### config.mk
export PLATFORM = sky130hd
export DESIGN_NAME = whs_sequencer
export DESIGN_NICKNAME = d
export VERILOG_FILES = /design/src/hdl/whs_pkg.sv /design/src/hdl/whs_sync.sv /design/src/hdl/whs_sequencer.sv
export SDC_FILE = /design/constraint.sdc
export NUM_CORES = 1
export LEC_CHECK = 0
export ABC_AREA = 1
export BUFFER_PORTS_ARGS = -buffer_cell sky130_fd_sc_hd__buf_4
export CAP_MARGIN = 20
export CORE_ASPECT_RATIO = 0.7
export CORE_MARGIN = 4
export CORE_UTILIZATION = 61
export DETAILED_ROUTE_END_ITERATION = 7
export PLACE_DENSITY = 0.89
export SYNTH_ARGS = -nofsm -noshare
export SYNTH_HDL_FRONTEND = slang
export SYNTH_HIERARCHICAL = 1
export SYNTH_SLANG_ARGS = --single-unit
### constraint.sdc
create_clock -name clk_sys_i -period 3.3 [get_ports clk_sys_i]
set_input_delay 0.66 -clock clk_sys_i [delete_from_list [all_inputs] [get_ports clk_sys_i]]
set_output_delay 0.66 -clock clk_sys_i [all_outputs]
set_load 0.02 [all_outputs]
### src/hdl/whs_pkg.sv
/*
  constants and types shared by the wake-up handshake sequencer.
  assumes a single 125 mhz system clock and no software register access.
*/
// What this block does
// - device registers the wake request and leaves sleep before acknowledging.
// - after the request registers, fault indicator goes low as acknowledge.
// - hardwired variant releases indicator and enters standby after init.
// - serial variant holds indicator low until clear-fault, then standby.
// - reset state held while motor-supply regulator is under voltage.
// - on regulator recovery, leave reset and run the acknowledge handshake.
// - logic supply under voltage also resets; recovery runs the handshake.
package whs_pkg;
  // clock rate and init interval
  localparam int unsigned CLK_HZ = 125_000_000;
  localparam int unsigned INIT_TIME_NS = 1000;
  localparam int unsigned INIT_CYCLES =
    (INIT_TIME_NS * (CLK_HZ / 1_000_000) + 999) / 1000;
  localparam int unsigned INIT_CNT_W = 16;
  // reset values of pin outputs
  localparam logic FAULT_PIN_RST = 1'b1;
  // sequencer states
  typedef enum logic [2:0] {
    WHS_POR, WHS_SLEEP, WHS_WAKE, WHS_ACK, WHS_INIT, WHS_WAIT_CLR,
    WHS_STANDBY
  } whs_state_type;
endpackage

### src/hdl/whs_sync.sv
/*
  two-flop synchroniser for a single level.
  assumes the input is asynchronous to clk_sys_i.
*/
`timescale 1ns/1ps
module whs_sync #(
  parameter logic RST_VAL_P = 1'b0
) (
  input wire logic clk_sys_i,
  input wire logic arst_n_i,
  input wire logic async_i,
  output logic sync_o
);
  logic meta_reg;
  logic sync_reg;
  // first flop feeds only the second; reset level chosen per instance
  always_ff @(posedge clk_sys_i or negedge arst_n_i) begin
    if (!arst_n_i) begin
      meta_reg <= RST_VAL_P;
      sync_reg <= RST_VAL_P;
    end else begin
      meta_reg <= async_i;
      sync_reg <= meta_reg;
    end
  end
  assign sync_o = sync_reg;
endmodule

### src/hdl/whs_sequencer.sv
/*
  wake-up and power-up handshake sequencer of a half-bridge driver.
  assumes pins are asynchronous and synchronised here; clear-fault arrives
  as a one-cycle pulse from serial decode logic on the same clock.
*/
`timescale 1ns/1ps
module whs_sequencer #(
  parameter int unsigned INIT_CYCLES_P = whs_pkg::INIT_CYCLES
) (
  input wire logic clk_sys_i,
  input wire logic arst_n_i,
  input wire logic serial_variant_i,
  input wire logic sleep_request_pin_i,
  input wire logic motor_supply_uv_i,
  input wire logic logic_supply_uv_i,
  input wire logic clear_fault_command_i,
  output logic fault_indicator_pin_n_o,
  output logic fault_indicator_pin_oe_o,
  output logic standby_o,
  output logic sleep_o
);
  import whs_pkg::*;

  localparam logic [INIT_CNT_W-1:0] INIT_LAST =
    INIT_CNT_W'(INIT_CYCLES_P - 1);

  whs_state_type state_reg, state_next;
  logic [INIT_CNT_W-1:0] cnt_reg, cnt_next;
  logic fault_low_reg, fault_low_next;
  logic std_reg, std_next;
  logic slp_reg, slp_next;
  logic variant_reg;
  logic sleep_req, vm_uv, vdd_uv, variant_sync;

  // every pin input passes two flops before use; supply flags leave reset
  // showing undervoltage, so nothing starts before the supplies are seen good
  whs_sync #(.RST_VAL_P(1'b0)) u_sync_sleep (
    .clk_sys_i(clk_sys_i), .arst_n_i(arst_n_i),
    .async_i(sleep_request_pin_i), .sync_o(sleep_req));
  whs_sync #(.RST_VAL_P(1'b1)) u_sync_vm (
    .clk_sys_i(clk_sys_i), .arst_n_i(arst_n_i),
    .async_i(motor_supply_uv_i), .sync_o(vm_uv));
  whs_sync #(.RST_VAL_P(1'b1)) u_sync_vdd (
    .clk_sys_i(clk_sys_i), .arst_n_i(arst_n_i),
    .async_i(logic_supply_uv_i), .sync_o(vdd_uv));
  // the variant strap is a pin as well
  whs_sync #(.RST_VAL_P(1'b0)) u_sync_var (
    .clk_sys_i(clk_sys_i), .arst_n_i(arst_n_i),
    .async_i(serial_variant_i), .sync_o(variant_sync));

  // either supply low forces reset state
  wire por_hold = vm_uv | vdd_uv;
  wire init_done = (cnt_reg == INIT_LAST);
  // clear-fault only counts from the cycle after acknowledge goes out
  wire clr_ok = clear_fault_command_i &
    ((state_reg == WHS_INIT) || (state_reg == WHS_WAIT_CLR));

  // variant strap followed in the reset state, frozen once running
  always_ff @(posedge clk_sys_i or negedge arst_n_i) begin
    if (!arst_n_i) variant_reg <= 1'b0;
    else if (state_reg == WHS_POR) variant_reg <= variant_sync;
  end

  // next-state logic
  always_comb begin
    state_next = state_reg;
    cnt_next = cnt_reg;
    case (state_reg)
      WHS_POR: begin
        // recovery goes straight to acknowledge, no sleep needed
        if (!por_hold) state_next = WHS_ACK;
      end
      WHS_SLEEP: begin
        if (sleep_req) state_next = WHS_WAKE;
      end
      WHS_WAKE: state_next = WHS_ACK;
      WHS_ACK: begin
        cnt_next = '0;
        state_next = WHS_INIT;
      end
      WHS_INIT: begin
        cnt_next = cnt_reg + INIT_CNT_W'(1);
        if (init_done) begin
          // clear seen early still ends the wait at init end
          if (!variant_reg) state_next = WHS_STANDBY;
          else state_next = WHS_WAIT_CLR;
        end
      end
      WHS_WAIT_CLR: begin
        if (clr_ok) state_next = WHS_STANDBY;
      end
      WHS_STANDBY: begin
        if (!sleep_req) state_next = WHS_SLEEP;
      end
      default: state_next = WHS_POR;
    endcase
    if (por_hold) state_next = WHS_POR;
  end

  // early clear-fault during init is remembered
  logic early_clr_reg;
  always_ff @(posedge clk_sys_i or negedge arst_n_i) begin
    if (!arst_n_i) early_clr_reg <= 1'b0;
    else if (state_reg == WHS_ACK) early_clr_reg <= 1'b0;
    else if (clr_ok && state_reg == WHS_INIT) early_clr_reg <= 1'b1;
  end
  // a clear taken on the last init cycle counts as early too
  wire skip_wait = state_reg == WHS_INIT && init_done &&
    (early_clr_reg || clr_ok);

  // output decode from next state
  wire [2:0] st_fix = (skip_wait && !por_hold) ? WHS_STANDBY : state_next;
  assign fault_low_next = (st_fix == WHS_INIT) || (st_fix == WHS_WAIT_CLR) ||
    (st_fix == WHS_ACK);
  assign std_next = (st_fix == WHS_STANDBY);
  assign slp_next = (st_fix == WHS_SLEEP) || (st_fix == WHS_POR);

  always_ff @(posedge clk_sys_i or negedge arst_n_i) begin
    if (!arst_n_i) begin
      state_reg <= WHS_POR;
      cnt_reg <= '0;
      fault_low_reg <= 1'b0;
      std_reg <= 1'b0;
      slp_reg <= 1'b1;
    end else begin
      state_reg <= whs_state_type'(st_fix);
      cnt_reg <= cnt_next;
      fault_low_reg <= fault_low_next;
      std_reg <= std_next;
      slp_reg <= slp_next;
    end
  end

  // open-drain: drive low only while acknowledging
  assign fault_indicator_pin_n_o = ~FAULT_PIN_RST;
  assign fault_indicator_pin_oe_o = fault_low_reg;
  assign standby_o = std_reg;
  assign sleep_o = slp_reg;

  int unsigned ack_age;
  always_ff @(posedge clk_sys_i or negedge arst_n_i) begin
    if (!arst_n_i) ack_age <= 0;
    else if (!fault_low_reg) ack_age <= 0;
    else ack_age <= ack_age + 1;
  end
endmodule

; ---- Word-level counts from Yosys, hierarchy flattened
; Index checks and enable logic that the tools add are counted.
[totals]
regBits = 32
elab_cells = 56
out_inout_bits = 4
input_bits = 7
[op_classes]
n_mux = 11
addsub = 1
bitwise_logic = 2
n_reduce_logical = 15
n_eq_ne = 12
[ops]
columns = cell, count
row1 = one-hot mux 16 bit (2 select lines), 1
row2 = "== test 3 bit, second input constant", 6
row3 = 2-to-1 mux 3 bit, 6
row4 = one-hot mux 3 bit (6 select lines), 1
row5 = "adder 16 x 1 -> 16 bit, second input constant", 1
row6 = "== test 16 x 7 -> 1 bit, second input constant", 1
row7 = "== test 3 x 2 -> 1 bit, second input constant", 3
row8 = "== test 3 x 1 -> 1 bit, second input constant", 2
row9 = zero test 3 bit, 2
row10 = logical OR 1 bit, 5
row11 = logical AND 1 bit, 4
row12 = nonzero test 2 bit, 2
row13 = 2-to-1 mux 1 bit, 2
row14 = 2-to-1 mux 2 bit, 1
row15 = OR reduction 2 bit, 1
row16 = AND 1 bit, 1
row17 = zero test 1 bit, 1
row18 = OR 1 bit, 1

; ---- Depth between registers and ports, before layout
; Gate-level depths: netlist of run 1.
[logic_depth]
ltp_word = 10
mapped_depth = 11

; ---- By module
; Netlist of run 1, hierarchy kept.
[by_module_without_submodules]
columns = mod, area_each_um2, cells_per_inst, n_inst
row1 = whs_sequencer, 1388.8, 189, 1
row2 = whs_sync (u_sync_vdd ...), 52.6, 2, 2
row3 = whs_sync (u_sync_sleep ...), 50.0, 2, 2

; ---- Worst setup path before layout of run 1
; Ideal clock, no wire load.
[synth_path]
path_type = register to register
from = register state_reg[1]
to = register fault_low_reg, in the netlist fault_indicator_pin_oe_o
setup_time_ns = 0.113
setup_slack_ns = 1.908
arrival_ns = 1.279
path_stages_with_launch = 12
required_time_ns = 3.187
cell_sequence = dfrtp_1 -> nor2_1 -> nand2_2 -> buf_6 -> nor2_4 -> nand3_1 -> nor2_1 -> nor2_1 -> nand2_1 -> nand2_1 -> nand2_1 -> inv_1
[synth_between]
elab_chain_len = 10
[synth_lines]
columns = item, line
row1 = start: declaration, whs_sequencer.sv:27  ; whs_state_type state_reg, state_next;
row2 = start signal: assignment, whs_sequencer.sv:126  ; state_reg <= whs_state_type'(st_fix);
row3 = == test 3 bit (on tied branches), "whs_sequencer.sv:56, whs_sequencer.sv:68, whs_sequencer.sv:108"
row4 = logical OR 1 bit, whs_sequencer.sv:56  ; ((state_reg == WHS_INIT) || (state_reg == WHS_WAIT_CLR));
row5 = AND 1 bit, whs_sequencer.sv:55  ; wire clr_ok = clear_fault_command_i &
row6 = 2-to-1 mux 3 bit / logical OR 1 bit (equally long branches), "whs_sequencer.sv:90, whs_sequencer.sv:109"
row7 = one-hot mux 3 bit (6 select lines) / logical AND 1 bit (equally long branches), "whs_sequencer.sv:68, whs_sequencer.sv:108"
row8 = 2-to-1 mux 3 bit / logical AND 1 bit (equally long branches), "whs_sequencer.sv:97, whs_sequencer.sv:112"
row9 = 2-to-1 mux 3 bit *, whs_sequencer.sv:112  ; wire [2:0] st_fix = (skip_wait && !por_hold) ? WHS_STANDBY : state_next;
row10 = == test 3 bit, whs_sequencer.sv:113  ; assign fault_low_next = (st_fix == WHS_INIT) || (st_fix == WHS_WAIT_CLR) ||
row11 = logical OR 1 bit, whs_sequencer.sv:113
row12 = logical OR 1 bit *, whs_sequencer.sv:113
row13 = via fault_low_next, whs_sequencer.sv:29  ; logic fault_low_reg, fault_low_next;
row14 = end signal: assignment, whs_sequencer.sv:128  ; fault_low_reg <= fault_low_next;
row15 = end: declaration, whs_sequencer.sv:29
; Mark *: on every way through the listed nets, which the timed path passes. The rest lies on a longest branch.
; A chain may end at the register's enable or synchronous reset.

; ---- Worst setup path after layout of run 1
[layout_path]
from = register state_reg[0]
to = register cnt_reg[15]
[layout_between]
elab_chain_len = 2
[layout_lines]
columns = item, line
row1 = == test 3 bit / == test 3 x 2 -> 1 bit (equally long branches), whs_sequencer.sv:68  ; case (state_reg)
row2 = one-hot mux 16 bit (2 select lines) / nonzero test 2 bit (equally long branches), n/a
row3 = end signal: assignment, whs_sequencer.sv:127  ; cnt_reg <= cnt_next;
row4 = end: declaration, whs_sequencer.sv:28  ; logic [INIT_CNT_W-1:0] cnt_reg, cnt_next;
; Parallel ways exist; a longest one is shown, timed or not.

==> flow_summary.rst, run 1 <==
.. list-table::
   :header-rows: 1

   * - Metric
     - Value
   * - I/O Pins
     - 11
   * - Maximum vdd drop
     - 0.350 mV
   * - Synthesized cell area
     - 1590 sq um
   * - Worst path bufs/invs
     - 1
   * - Cell chain of the critical path
     - nor2_1 > nand2_2 > inv_2 > nand2_1 > nor2_2 > nand2_1 > nor2_1 > a21oi_1
   * - Max Clock Freq
     - 622 MHz
   * - Endpoint kind of the worst setup timing path
     - flip-flop
   * - Nets in the synthesized netlist
     - 206
   * - Core ar.
     - 2480 sq um
   * - Die footprint
     - 3510 sq um
   * - Post-synthesis sequential element count
     - 32
   * - Count of cell instances traversed by the critical path
     - 8
   * - Critical path peak fanout
     - 11
   * - Number of buffers on the longest clock path
     - 2
   * - Chip height
     - 50.8 um
   * - Number of unique standard cell types used by synthesis
     - 28
   * - Most instantiated flip-flop cell in the synthesis netlist
     - dfrtp_1
   * - Max reg flops
     - 16
   * - Number of gates resized after CTS
     - 0
   * - Top post-synthesis cells by count
     - 36 x nand2_1, 29 x nor2_1, 27 x dfrtp_1, 26 x inv_1
   * - Synth warn
     - 6
   * - Final clock skew
     - 2.79 ps
   * - Cells after Synth
     - 197
   * - Most frequent cell after synthesis
     - nand2_1
   * - Final-stage net count
     - 219
   * - Standard-cell row count
     - 15
   * - Total inserted antenna cells
     - 0
   * - Layout cell share with drive strength beyond 1
     - 0.161
   * - Gr ovfl total
     - 0
   * - Mean Syn Cell Area
     - 8.09 sq um
   * - Overall routing resource usage
     - 0.230
   * - Effective utilization at floorplan
     - 0.643
   * - H-tree depth reported by CTS
     - 2
   * - Port bufs
     - 9
   * - Final routed wire length divided by cell count
     - 13.7 um
   * - Top cell type by total area after synthesis
     - dfrtp_1
   * - Number of search-and-repair iterations in the first detailed-routing pass
     - 5
   * - Synth top area share
     - 0.424
   * - Maximum number of pins on one net before global-route repair
     - 33
   * - Share of the clock period used by the worst path after layout
     - 0.487
   * - Width of the chip
     - 69.1 um
   * - Global-route wire length before repair
     - 6020 um
   * - Layout fillers
     - 192
   * - Root buffer cell
     - clkbuf_8
   * - Critical Path Start Type
     - flip-flop
   * - Clock edge transition at the registers on the reported setup and hold paths
     - 60 ps
   * - Number of antenna violations at the first check in global routing
     - 0
   * - Proportion of synthesized chip area in sequential cells
     - 0.506
   * - Final critical delay including setup and external delays
     - 1610 ps
   * - Share of flip-flops with an asynchronous set or reset after synthesis
     - 1.00
   * - Setup repair after global routing missed its margin
     - false
   * - Routed WL
     - 3370 um
   * - Area growth, synth to finish
     - 12.5%
   * - Drt first-iter violations
     - 201
   * - Post-layout total power
     - 847 uW
   * - Worst Path Arrival
     - 1780 ps
   * - Status
     - complete, no violations
   * - Static power due to leakage
     - 0.000870 uW
   * - Last weighted congestion value of the routability-driven placer
     - 0.894
   * - Number of enable-type register cells in the synthesized netlist
     - 0
   * - Final setup viols
     - 0
   * - Min-delay worst type
     - in2async
   * - Post-detailed-route DRC marker count
     - 0
   * - Clock tree from TritonCTS
     - yes
   * - Via count
     - 1,368
   * - Number of global-route vias before repair
     - 1,266
   * - Post-route ant nets
     - 0
   * - Hold buffer count at CTS
     - 0
   * - Clock Sinks
     - 32
   * - Vias per std cell
     - 5.58
   * - Number of buffers inserted to repair setup after CTS
     - 0
   * - Slowest cell on the critical path
     - dfrtp_1
   * - Data required time at the worst endpoint
     - 3470 ps
   * - Ranking of synthesized cells by area
     - dfrtp_1 42%, nand2_1 8.5%, dfstp_2 8.2%, nor2_1 6.8%, inv_1 6.1%
   * - Number of slew-limit violations in the final report
     - 0
   * - Worst stage delay on the critical path
     - 430 ps
   * - Final hold violation count
     - 0
   * - Worst r2r path cells
     - 8
   * - Cell class contributing the biggest share of worst-path delay
     - simple AND/OR/NAND/NOR gates
   * - DPL Wire Length
     - 2450 um
   * - Total of max-cap violations
     - 0
   * - Worst-Skew Late Latency
     - 290 ps
   * - Type of the worst setup path
     - reg2reg
   * - Total negative setup slack
     - 0 ps
   * - Number of buffers created by CTS
     - 5
   * - Power per cell area
     - 472 nW/um^2
-- placed cells by master (no fill, tap or decap), types with 3 or more instances in the layout --
cell      instances
dfstp_2           5
nand3_1          12
nand2_1          36
a21oi_1          12
o21ai_1           3
inv_2             6
clkbuf_8          5
o22ai_1           4
dfrtp_1          27
buf_4             9
inv_1            26
nand4_1           9
o21ai_0           7
nor2_1           29
-- cells by family (layout without fill, tap and decap cells) --
| logic type | after synthesis | after routing | share of synthesized area |
|---|---|---|---|
| AO/OA/AOI/OAI | 30 | 30 | 0.104 |
| other | 1 | 1 | 0.00235 |
| AND/OR/NAND/NOR | 94 | 94 | 0.265 |
| buffers and inverters | 35 | 49 | 0.0895 |
| XOR/XNOR | 2 | 2 | 0.0110 |
| adder cells (fa/ha/maj) | 2 | 2 | 0.0157 |
| flip-flops | 32 | 32 | 0.506 |
| multiplexers | 1 | 1 | 0.00628 |
-- cell type report --
class | count | area [sq um] | share of cell area
clock buffer | 5 | 68.8 | 0.0384
clock inverter | 3 | 42.5 | 0.0237
inverter | 32 | 120 | 0.0670
multi-input combinational | 130 | 644 | 0.359
sequential | 32 | 807 | 0.450
tap | 34 | 42.5 | 0.0237
timing repair buffer | 9 | 67.6 | 0.0377
-- final timing paths --
kind,from,to,slack [ps]
hold reg to reg,u_sync_vm/meta_reg,u_sync_vm/sync_o,360
setup / recovery,state_reg[0],cnt_reg[15],1690
setup reg to reg,state_reg[0],cnt_reg[15],1690
max in group asynchronous,arst_n_i,sleep_o,2690
min in group clk_sys_i,u_sync_vm/meta_reg,u_sync_vm/sync_o,360
hold / removal,arst_n_i,cnt_reg[12],290
-- metal layers --
layer,share of wire,wire length (um),vias up,GRT usage
met3,0.077,259,7,0.0740
li1,-,-,660,-
met1,0.45,1500,637,0.313
met5,0,0,-,0
met4,0.020,67,0,0.107
met2,0.46,1540,64,0.332
-- per-stage QoR --
| stage | worst slack, ps | instances | hold WS (ps) | instance area (sq um) | util |
|---|---|---|---|---|---|
| 2_1_floorplan | 1910 | 197 | 331 | 1590 | - |
| 3_3_place_gp | 1790 | 237 | 333 | 1680 | 0.679 |
| 3_5_place_dp | 1740 | 237 | 348 | 1680 | 0.679 |
| 4_1_cts | 1700 | 245 | 303 | 1790 | 0.724 |
| 5_1_grt | 1560 | 245 | 315 | 1790 | 0.724 |
| 6_report | 1690 | 245 | 289 | 1790 | 0.724 |
-- power by group --
group / internal [uW] / switching, uW
clock: 223 / 144
combinational: 19.6 / 41.2
sequential: 410 / 8.48
total: 653 / 194
(Power assumes the default switching activity.)
==> inputs of run 2 (changes only) <==
- CORE_UTILIZATION: 61 -> 58
- PLACE_DENSITY: 0.89 -> 0.86
- clock period: 3.3 -> 1.68 ns (I/O delays scaled with it)
==> run 2 against run 1 <==
Global-route usage decreased by 2.4 points. Die area increased by 4.5%. Via count decreased by 0.44%. Critical path type unchanged. Largest power group unchanged.
==> flow_summary.rst, run 2 (synthesis gave the netlist of run 1 again) <==
.. list-table::
   :header-rows: 1

   * - Metric
     - Value
   * - Via count
     - 1,362 (-0.44%)
   * - Final critical delay including setup and external delays
     - 1650 ps (+38.8 ps)
   * - Endpoint kind of the worst setup timing path
     - flip-flop
   * - Width of the chip
     - 70.7 um (+2.3%)
   * - Static power due to leakage
     - 0.000902 uW (+3.7%)
   * - Max Clock Freq
     - 608 MHz (-2.4%)
   * - PnR worst setup slack
     - 34.4 ps (-1660 ps)
   * - Reg-to-reg critical path endpoint
     - fault_indicator_pin_oe_o
   * - Worst r2r path cells
     - 10 (+2)
   * - Total inserted antenna cells
     - 0 (unchanged)
   * - Clock Sinks
     - 32 (unchanged)
   * - Most used cells in the layout excluding fill and tap cells
     - 36 x nand2_1, 29 x nor2_1, 27 x dfrtp_1
   * - Final hold violation count
     - 0 (unchanged)
   * - Met2 Wirelength
     - 1410 um (-8.8%)
   * - Placed Cells
     - 237 (unchanged)
   * - Final routed wire length divided by cell count
     - 13.3 um (-3.0%)
   * - Detailed-routed wire length on met3
     - 336 um (+30%)
   * - Routed length on met1
     - 1470 um (-2.1%)
   * - Number of antenna violations at the first check in global routing
     - 0 (unchanged)
   * - Port bufs
     - 9 (unchanged)
   * - Critical path peak fanout
     - 11 (unchanged)
   * - Share of the clock period used by the worst path after layout
     - 0.980 (+0.493)
   * - Maximum vdd drop
     - 0.626 mV (+79%)
   * - Layout cell share with drive strength beyond 1
     - 0.164 (+0.00318)
   * - Post-layout instance count excluding filler cells
     - 247 (+0.82%)
   * - Total of max-cap violations
     - 0 (unchanged)
   * - Root buffer cell
     - clkbuf_8
   * - Final-stage net count
     - 221 (+0.91%)
   * - H-tree depth reported by CTS
     - 2 (unchanged)
   * - Post-route standard cell area excluding fillers
     - 1810 sq um (+0.70%)
   * - Global-route wire length before repair
     - 5480 um (-8.9%)
   * - Min-delay worst type
     - in2reg
   * - Die footprint
     - 3660 sq um (+4.5%)
   * - Post-route ant nets
     - 0 (unchanged)
   * - Number of slew-limit violations in the final report
     - 0 (unchanged)
   * - Instance count along the most critical hold path
     - 1
   * - Number of buffers created by CTS
     - 5 (unchanged)
   * - Critical Path Start Type
     - flip-flop
   * - Drt first-iter violations
     - 205 (+2.0%)
   * - Status
     - complete, no violations
   * - Final clock skew
     - 8.67 ps (+5.87 ps)
   * - Area growth, synth to finish
     - 13.3%
   * - Worst-Skew Late Latency
     - 290 ps (about the same)
   * - Overall routing resource usage
     - 0.206 (-0.0237)
   * - Final setup viols
     - 0 (unchanged)
   * - Start of the worst register-to-register path
     - state_reg[1]
   * - Chip height
     - 51.9 um (+2.1%)
   * - Last weighted congestion value of the routability-driven placer
     - 0.923 (+3.3%)
   * - Data required time at the worst endpoint
     - 1870 ps (-1600 ps)
   * - Commonest non-fill, non-tap cell in the layout
     - nand2_1
   * - Top layer in use
     - met4
   * - Worst setup slack before clock tree synthesis
     - 99.4 ps (-1640 ps)
   * - Post-detailed-route DRC marker count
     - 0 (unchanged)
   * - Type of the worst setup path
     - reg2reg
   * - Clock edge transition at the registers on the reported setup and hold paths
     - 70 ps (about the same)
   * - Number of global-route vias before repair
     - 1,189 (-6.1%)
   * - Number of search-and-repair iterations in the first detailed-routing pass
     - 4 (-1)
   * - Standard-cell row count
     - 15 (unchanged)
   * - Number of buffers on the longest clock path
     - 2 (unchanged)
   * - Worst Hold End
     - u_sync_var/meta_reg
   * - Routed WL
     - 3290 um (-2.3%)
   * - Minimum setup slack among reg-to-reg paths
     - 30 ps (-1660 ps)
   * - Clock tree from TritonCTS
     - yes
   * - Max reg flops
     - 16 (unchanged)
   * - Core ar.
     - 2530 sq um (+2.3%)
   * - Effective utilization at floorplan
     - 0.629 (-0.0143)
   * - Startpoint of the most critical hold path
     - serial_variant_i
   * - DPL Wire Length
     - 2270 um (-7.2%)
   * - Gr ovfl total
     - 0 (unchanged)
   * - Maximum number of pins on one net before global-route repair
     - 33 (unchanged)
   * - Layout fillers
     - 178 (-7.3%)
   * - Standard cell area after detailed placement
     - 1680 sq um (unchanged)
   * - I/O Pins
     - 11 (unchanged)
   * - Power per cell area
     - 862 nW/um^2 (+83%)
   * - Worst Path Arrival
     - 1840 ps (+60 ps)
   * - Vias per std cell
     - 5.51 (-1.2%)
-- run 2: cell count changes in the layout (fill, tap and decap cells not counted), sizes merged --
cell and delta:
buf +1, bufinv -1, clkbuf +1, clkinv +1, clkinvlp -1, dlygate4sd3 +1
-- run 2: through the flow --
stage                     power (uW)  TNS (ps)  utilization  hold slack, ps
after floorplan                  903         0            -            40.4
after global placement           947         0        0.664             283
after global routing            1640     -87.8        0.713             134
after CTS                       1560         0        0.704             140
after detailed placement         950         0        0.664             292
final                           1560         0        0.713             153
-- run 2: worst max-delay path by stage --
stage	start	to	slack, ps	cells past startpoint
after floorplan	state_reg[1]	fault_indicator_pin_oe_o	290	11
after global placement	state_reg[1]	cnt_reg[15]	180	8
after detailed placement	state_reg[1]	cnt_reg[15]	100	8
after CTS	state_reg[1]	cnt_reg[15]	90	8
after global routing	state_reg[1]	fault_indicator_pin_oe_o	-50	10
final	state_reg[1]	fault_indicator_pin_oe_o	30	10
-- run 2: area by class of cell --
cell class / instances / area, sq um / area share
sequential: 32 / 807 / 0.447
tap: 34 / 42.5 / 0.0236
timing repair buffer: 11 / 85.1 / 0.0471
multi-input combinational: 130 / 656 / 0.363
clock buffer: 6 / 82.6 / 0.0457
clock inverter: 2 / 10.0 / 0.00554
inverter: 32 / 123 / 0.0679
-- run 2: routing by layer --
layer  track usage  vias to the layer above
li1              -                      666
met1         0.266                      619
met2         0.298                       66
met3        0.0888                       11
met4        0.0969                        0
met5             0                        -
-- run 2: what timing repair did --
item | in CTS | in global routing
buffers inserted | 0 | 1
hold buffers | 1 | 0
endpoints found under the setup margin | 0 | 3
gates resized for setup | 0 | 3
endpoints found under the hold margin | 27 | 0
-- run 2: power by group --
part | internal (uW) | leakage [uW] | switching [uW] | total, uW
combinational | 41.2 | 0.000437 | 78.8 | 120
sequential | 806 | 0.000414 | 17.7 | 824
clock | 326 | 0.0000510 | 287 | 613
total | 1170 | 0.000902 | 383 | 1560
-- run 2: critical path, stage by stage, from the launching register on --
cell and delay, ps:
dfrtp_1 450, nor2_1 260, nand2_4 180, nor2_4 140, nand4_1 90, nand2_1 70, nand2_1 60, nand2_1 100
nand2_1 70, nand2_1 60, inv_1 50
==> inputs of run 3 (changes only) <==
- CORE_UTILIZATION: 58 -> 61
- PLACE_DENSITY: 0.86 -> 0.89
- clock period: 1.68 -> 2.05 ns (I/O delays scaled with it)
==> run 3 against run 2 <==
Via count is 7.2% higher. First-iteration DRC count is 11% lower. Clock power is 3.4% lower. Critical endpoint is now cnt_reg[15].
==> flow_summary.rst, run 3 (synthesis gave the netlist of run 1 again) <==
.. list-table::
   :header-rows: 1

   * - Metric
     - Value
   * - Global-route wire length before repair
     - 6220 um (+13%)
   * - Min-delay worst type
     - in2async
   * - Clock edge transition at the registers on the reported setup and hold paths
     - 70 ps (about the same)
   * - Final-stage net count
     - 219 (-0.90%)
   * - Overall routing resource usage
     - 0.229 (+0.0233)
   * - Clk network pwr share
     - 0.434 (+0.040)
   * - Root buffer cell
     - clkbuf_8
   * - Number of buffers inserted to repair setup after CTS
     - 0 (unchanged)
   * - Maximum number of pins on one net before global-route repair
     - 33 (unchanged)
   * - Layout cell share with drive strength beyond 1
     - 0.161 (-0.00318)
   * - Standard cell area after detailed placement
     - 1680 sq um (unchanged)
   * - Hold buffer count at CTS
     - 0 (-1)
   * - Effective utilization at floorplan
     - 0.643 (+0.0143)
   * - Post-layout total power
     - 1360 uW (-12%)
   * - Combinational group share of total power
     - 0.071 (-0.006)
   * - Most used cells in the layout excluding fill and tap cells
     - 36 x nand2_1, 29 x nor2_1, 27 x dfrtp_1
   * - Drt first-iter violations
     - 183 (-11%)
   * - DPL Wire Length
     - 2680 um (+18%)
   * - Core ar.
     - 2480 sq um (-2.2%)
   * - Final hold violation count
     - 0 (unchanged)
   * - Critical Path Start Type
     - flip-flop
   * - Max reg flops
     - 16 (unchanged)
   * - Last weighted congestion value of the routability-driven placer
     - 0.899 (-2.6%)
   * - Number of buffers created by CTS
     - 5 (unchanged)
   * - Via count
     - 1,460 (+7.2%)
   * - Post-detailed-route DRC marker count
     - 0 (unchanged)
   * - Worst path bufs/invs
     - 1 (unchanged)
   * - Worst-Skew Late Latency
     - 290 ps (about the same)
   * - Final hold slack
     - 35.2 ps (-118 ps)
   * - Max Clock Freq
     - 606 MHz (-0.30%)
   * - Number of buffers on the longest clock path
     - 2 (unchanged)
   * - Standard-cell row count
     - 15 (unchanged)
   * - Endpoint kind of the worst setup timing path
     - flip-flop
   * - Cell class contributing the biggest share of worst-path delay
     - simple AND/OR/NAND/NOR gates
   * - Commonest non-fill, non-tap cell in the layout
     - nand2_1
   * - Worst stage delay on the critical path
     - 430 ps (-20 ps)
   * - Width of the chip
     - 69.1 um (-2.2%)
   * - Routed WL
     - 3630 um (+10%)
   * - Critical path peak fanout
     - 11 (unchanged)
   * - Power per cell area
     - 761 nW/um^2 (-12%)
   * - H-tree depth reported by CTS
     - 2 (unchanged)
   * - Setup repair after global routing missed its margin
     - false
   * - Data required time at the worst endpoint
     - 2230 ps (+360 ps)
   * - Final critical delay including setup and external delays
     - 1650 ps (+4.91 ps)
   * - Post-route ant nets
     - 0 (unchanged)
   * - Maximum vdd drop
     - 0.525 mV (-16%)
   * - Net Sw Frac
     - 0.230 (-0.0160)
   * - Internal power
     - 1050 uW (-10%)
   * - Cell chain of the critical path
     - nor2_1 > nand2_2 > inv_2 > nand2_1 > nor2_2 > nand2_1 > nor2_1 > a21oi_1
   * - Share of the clock period used by the worst path after layout
     - 0.805 (-0.174)
   * - Worst Path Arrival
     - 1830 ps (about the same)
   * - Type of the worst setup path
     - reg2reg
   * - Status
     - complete, no violations
   * - Total inserted antenna cells
     - 0 (unchanged)
   * - Final setup viols
     - 0 (unchanged)
   * - Post-route standard cell area excluding fillers
     - 1790 sq um (-0.69%)
   * - Gr ovfl total
     - 0 (unchanged)
   * - Sw Pwr
     - 314 uW (-18%)
   * - Vias per std cell
     - 5.96 (+8.1%)
   * - Clock Sinks
     - 32 (unchanged)
   * - I/O Pins
     - 11 (unchanged)
   * - Slowest cell on the critical path
     - dfrtp_1
   * - Port bufs
     - 9 (unchanged)
   * - Die footprint
     - 3510 sq um (-4.3%)
   * - Clock tree from TritonCTS
     - yes
   * - Number of antenna violations at the first check in global routing
     - 0 (unchanged)
   * - Number of global-route vias before repair
     - 1,336 (+12%)
   * - Total of max-cap violations
     - 0 (unchanged)
   * - Static power due to leakage
     - 0.000870 uW (-3.6%)
   * - Area growth, synth to finish
     - 12.5%
   * - Final clock skew
     - 5.68 ps (-2.98 ps)
   * - Number of search-and-repair iterations in the first detailed-routing pass
     - 6 (+2)
   * - Number of gates resized after CTS
     - 0 (unchanged)
   * - Part of the power in registers
     - 0.495 (-0.034)
   * - Chip height
     - 50.8 um (-2.1%)
   * - Number of slew-limit violations in the final report
     - 0 (unchanged)
   * - Final routed wire length divided by cell count
     - 14.8 um (+11%)
   * - Total negative setup slack
     - 0 ps (unchanged)
[run 3: changes by cell type in the layout (fill, tap and decap cells not counted), sizes merged]
| cell | delta |
|---|---|
| buf | -1 |
| bufinv | +1 |
| clkinv | -1 |
| clkinvlp | +1 |
| dlygate4sd3 | -1 |
| clkbuf | -1 |
[run 3: cell type report]
cell class                      instances  area [sq um]
Fill cell                             181           684
Clock inverter                          3          42.5
Clock buffer                            5          68.8
Inverter                               32           120
Timing Repair Buffer                    9          67.6
Multi-Input combinational cell        130           644
Sequential cell                        32           807
Tap cell                               34          42.5
[run 3: final timing paths]
check | start | endpoint | slack [ps] | cells after the start
max reg2reg | state_reg[1] | cnt_reg[15] | 400 | 8
max in group asynchronous | arst_n_i | sleep_o | 1690 | 1
min in group clk_sys_i | motor_supply_uv_i | u_sync_vm/meta_reg | 220 | 1
min reg2reg | u_sync_vm/meta_reg | u_sync_vm/sync_o | 360 | 0
min | arst_n_i | cnt_reg[10] | 40 | 1
max | state_reg[1] | cnt_reg[15] | 400 | 8
[run 3: layer usage]
layer  track usage  part of all wire  wire length (um)  vias to the layer above
li1              -                 -                 -                      658
met1         0.313              0.42              1510                      669
met2         0.334              0.44              1610                      113
met3        0.0640              0.12               426                       20
met4         0.117             0.024                86                        0
met5             0                 0                 0                        -
[run 3: worst register-to-register path: stages, from the launching register on]
cell and delay [ps]:
dfrtp_1 430, nor2_1 210, nand2_2 220, inv_2 210, nand2_1 120, nor2_2 140, nand2_1 80, nor2_1 90
a21oi_1 40
[run 3: per-stage QoR]
step / std cells / setup WS (ps) / util
floorplan: 197 / 658 / -
global placement: 237 / 569 / 0.679
detailed placement: 237 / 484 / 0.679
CTS: 245 / 433 / 0.724
global route: 245 / 243 / 0.724
finish: 245 / 399 / 0.724
[run 3: power groups by stage]
stage               clock [uW]  sequential, uW  combinational (uW)
finish                     592             675                97.0
floorplan                    0             686                54.0
global placement             0             684                92.1
global route               638             677                 109
detailed placement           0             686                95.2
CTS                        600             675                96.3
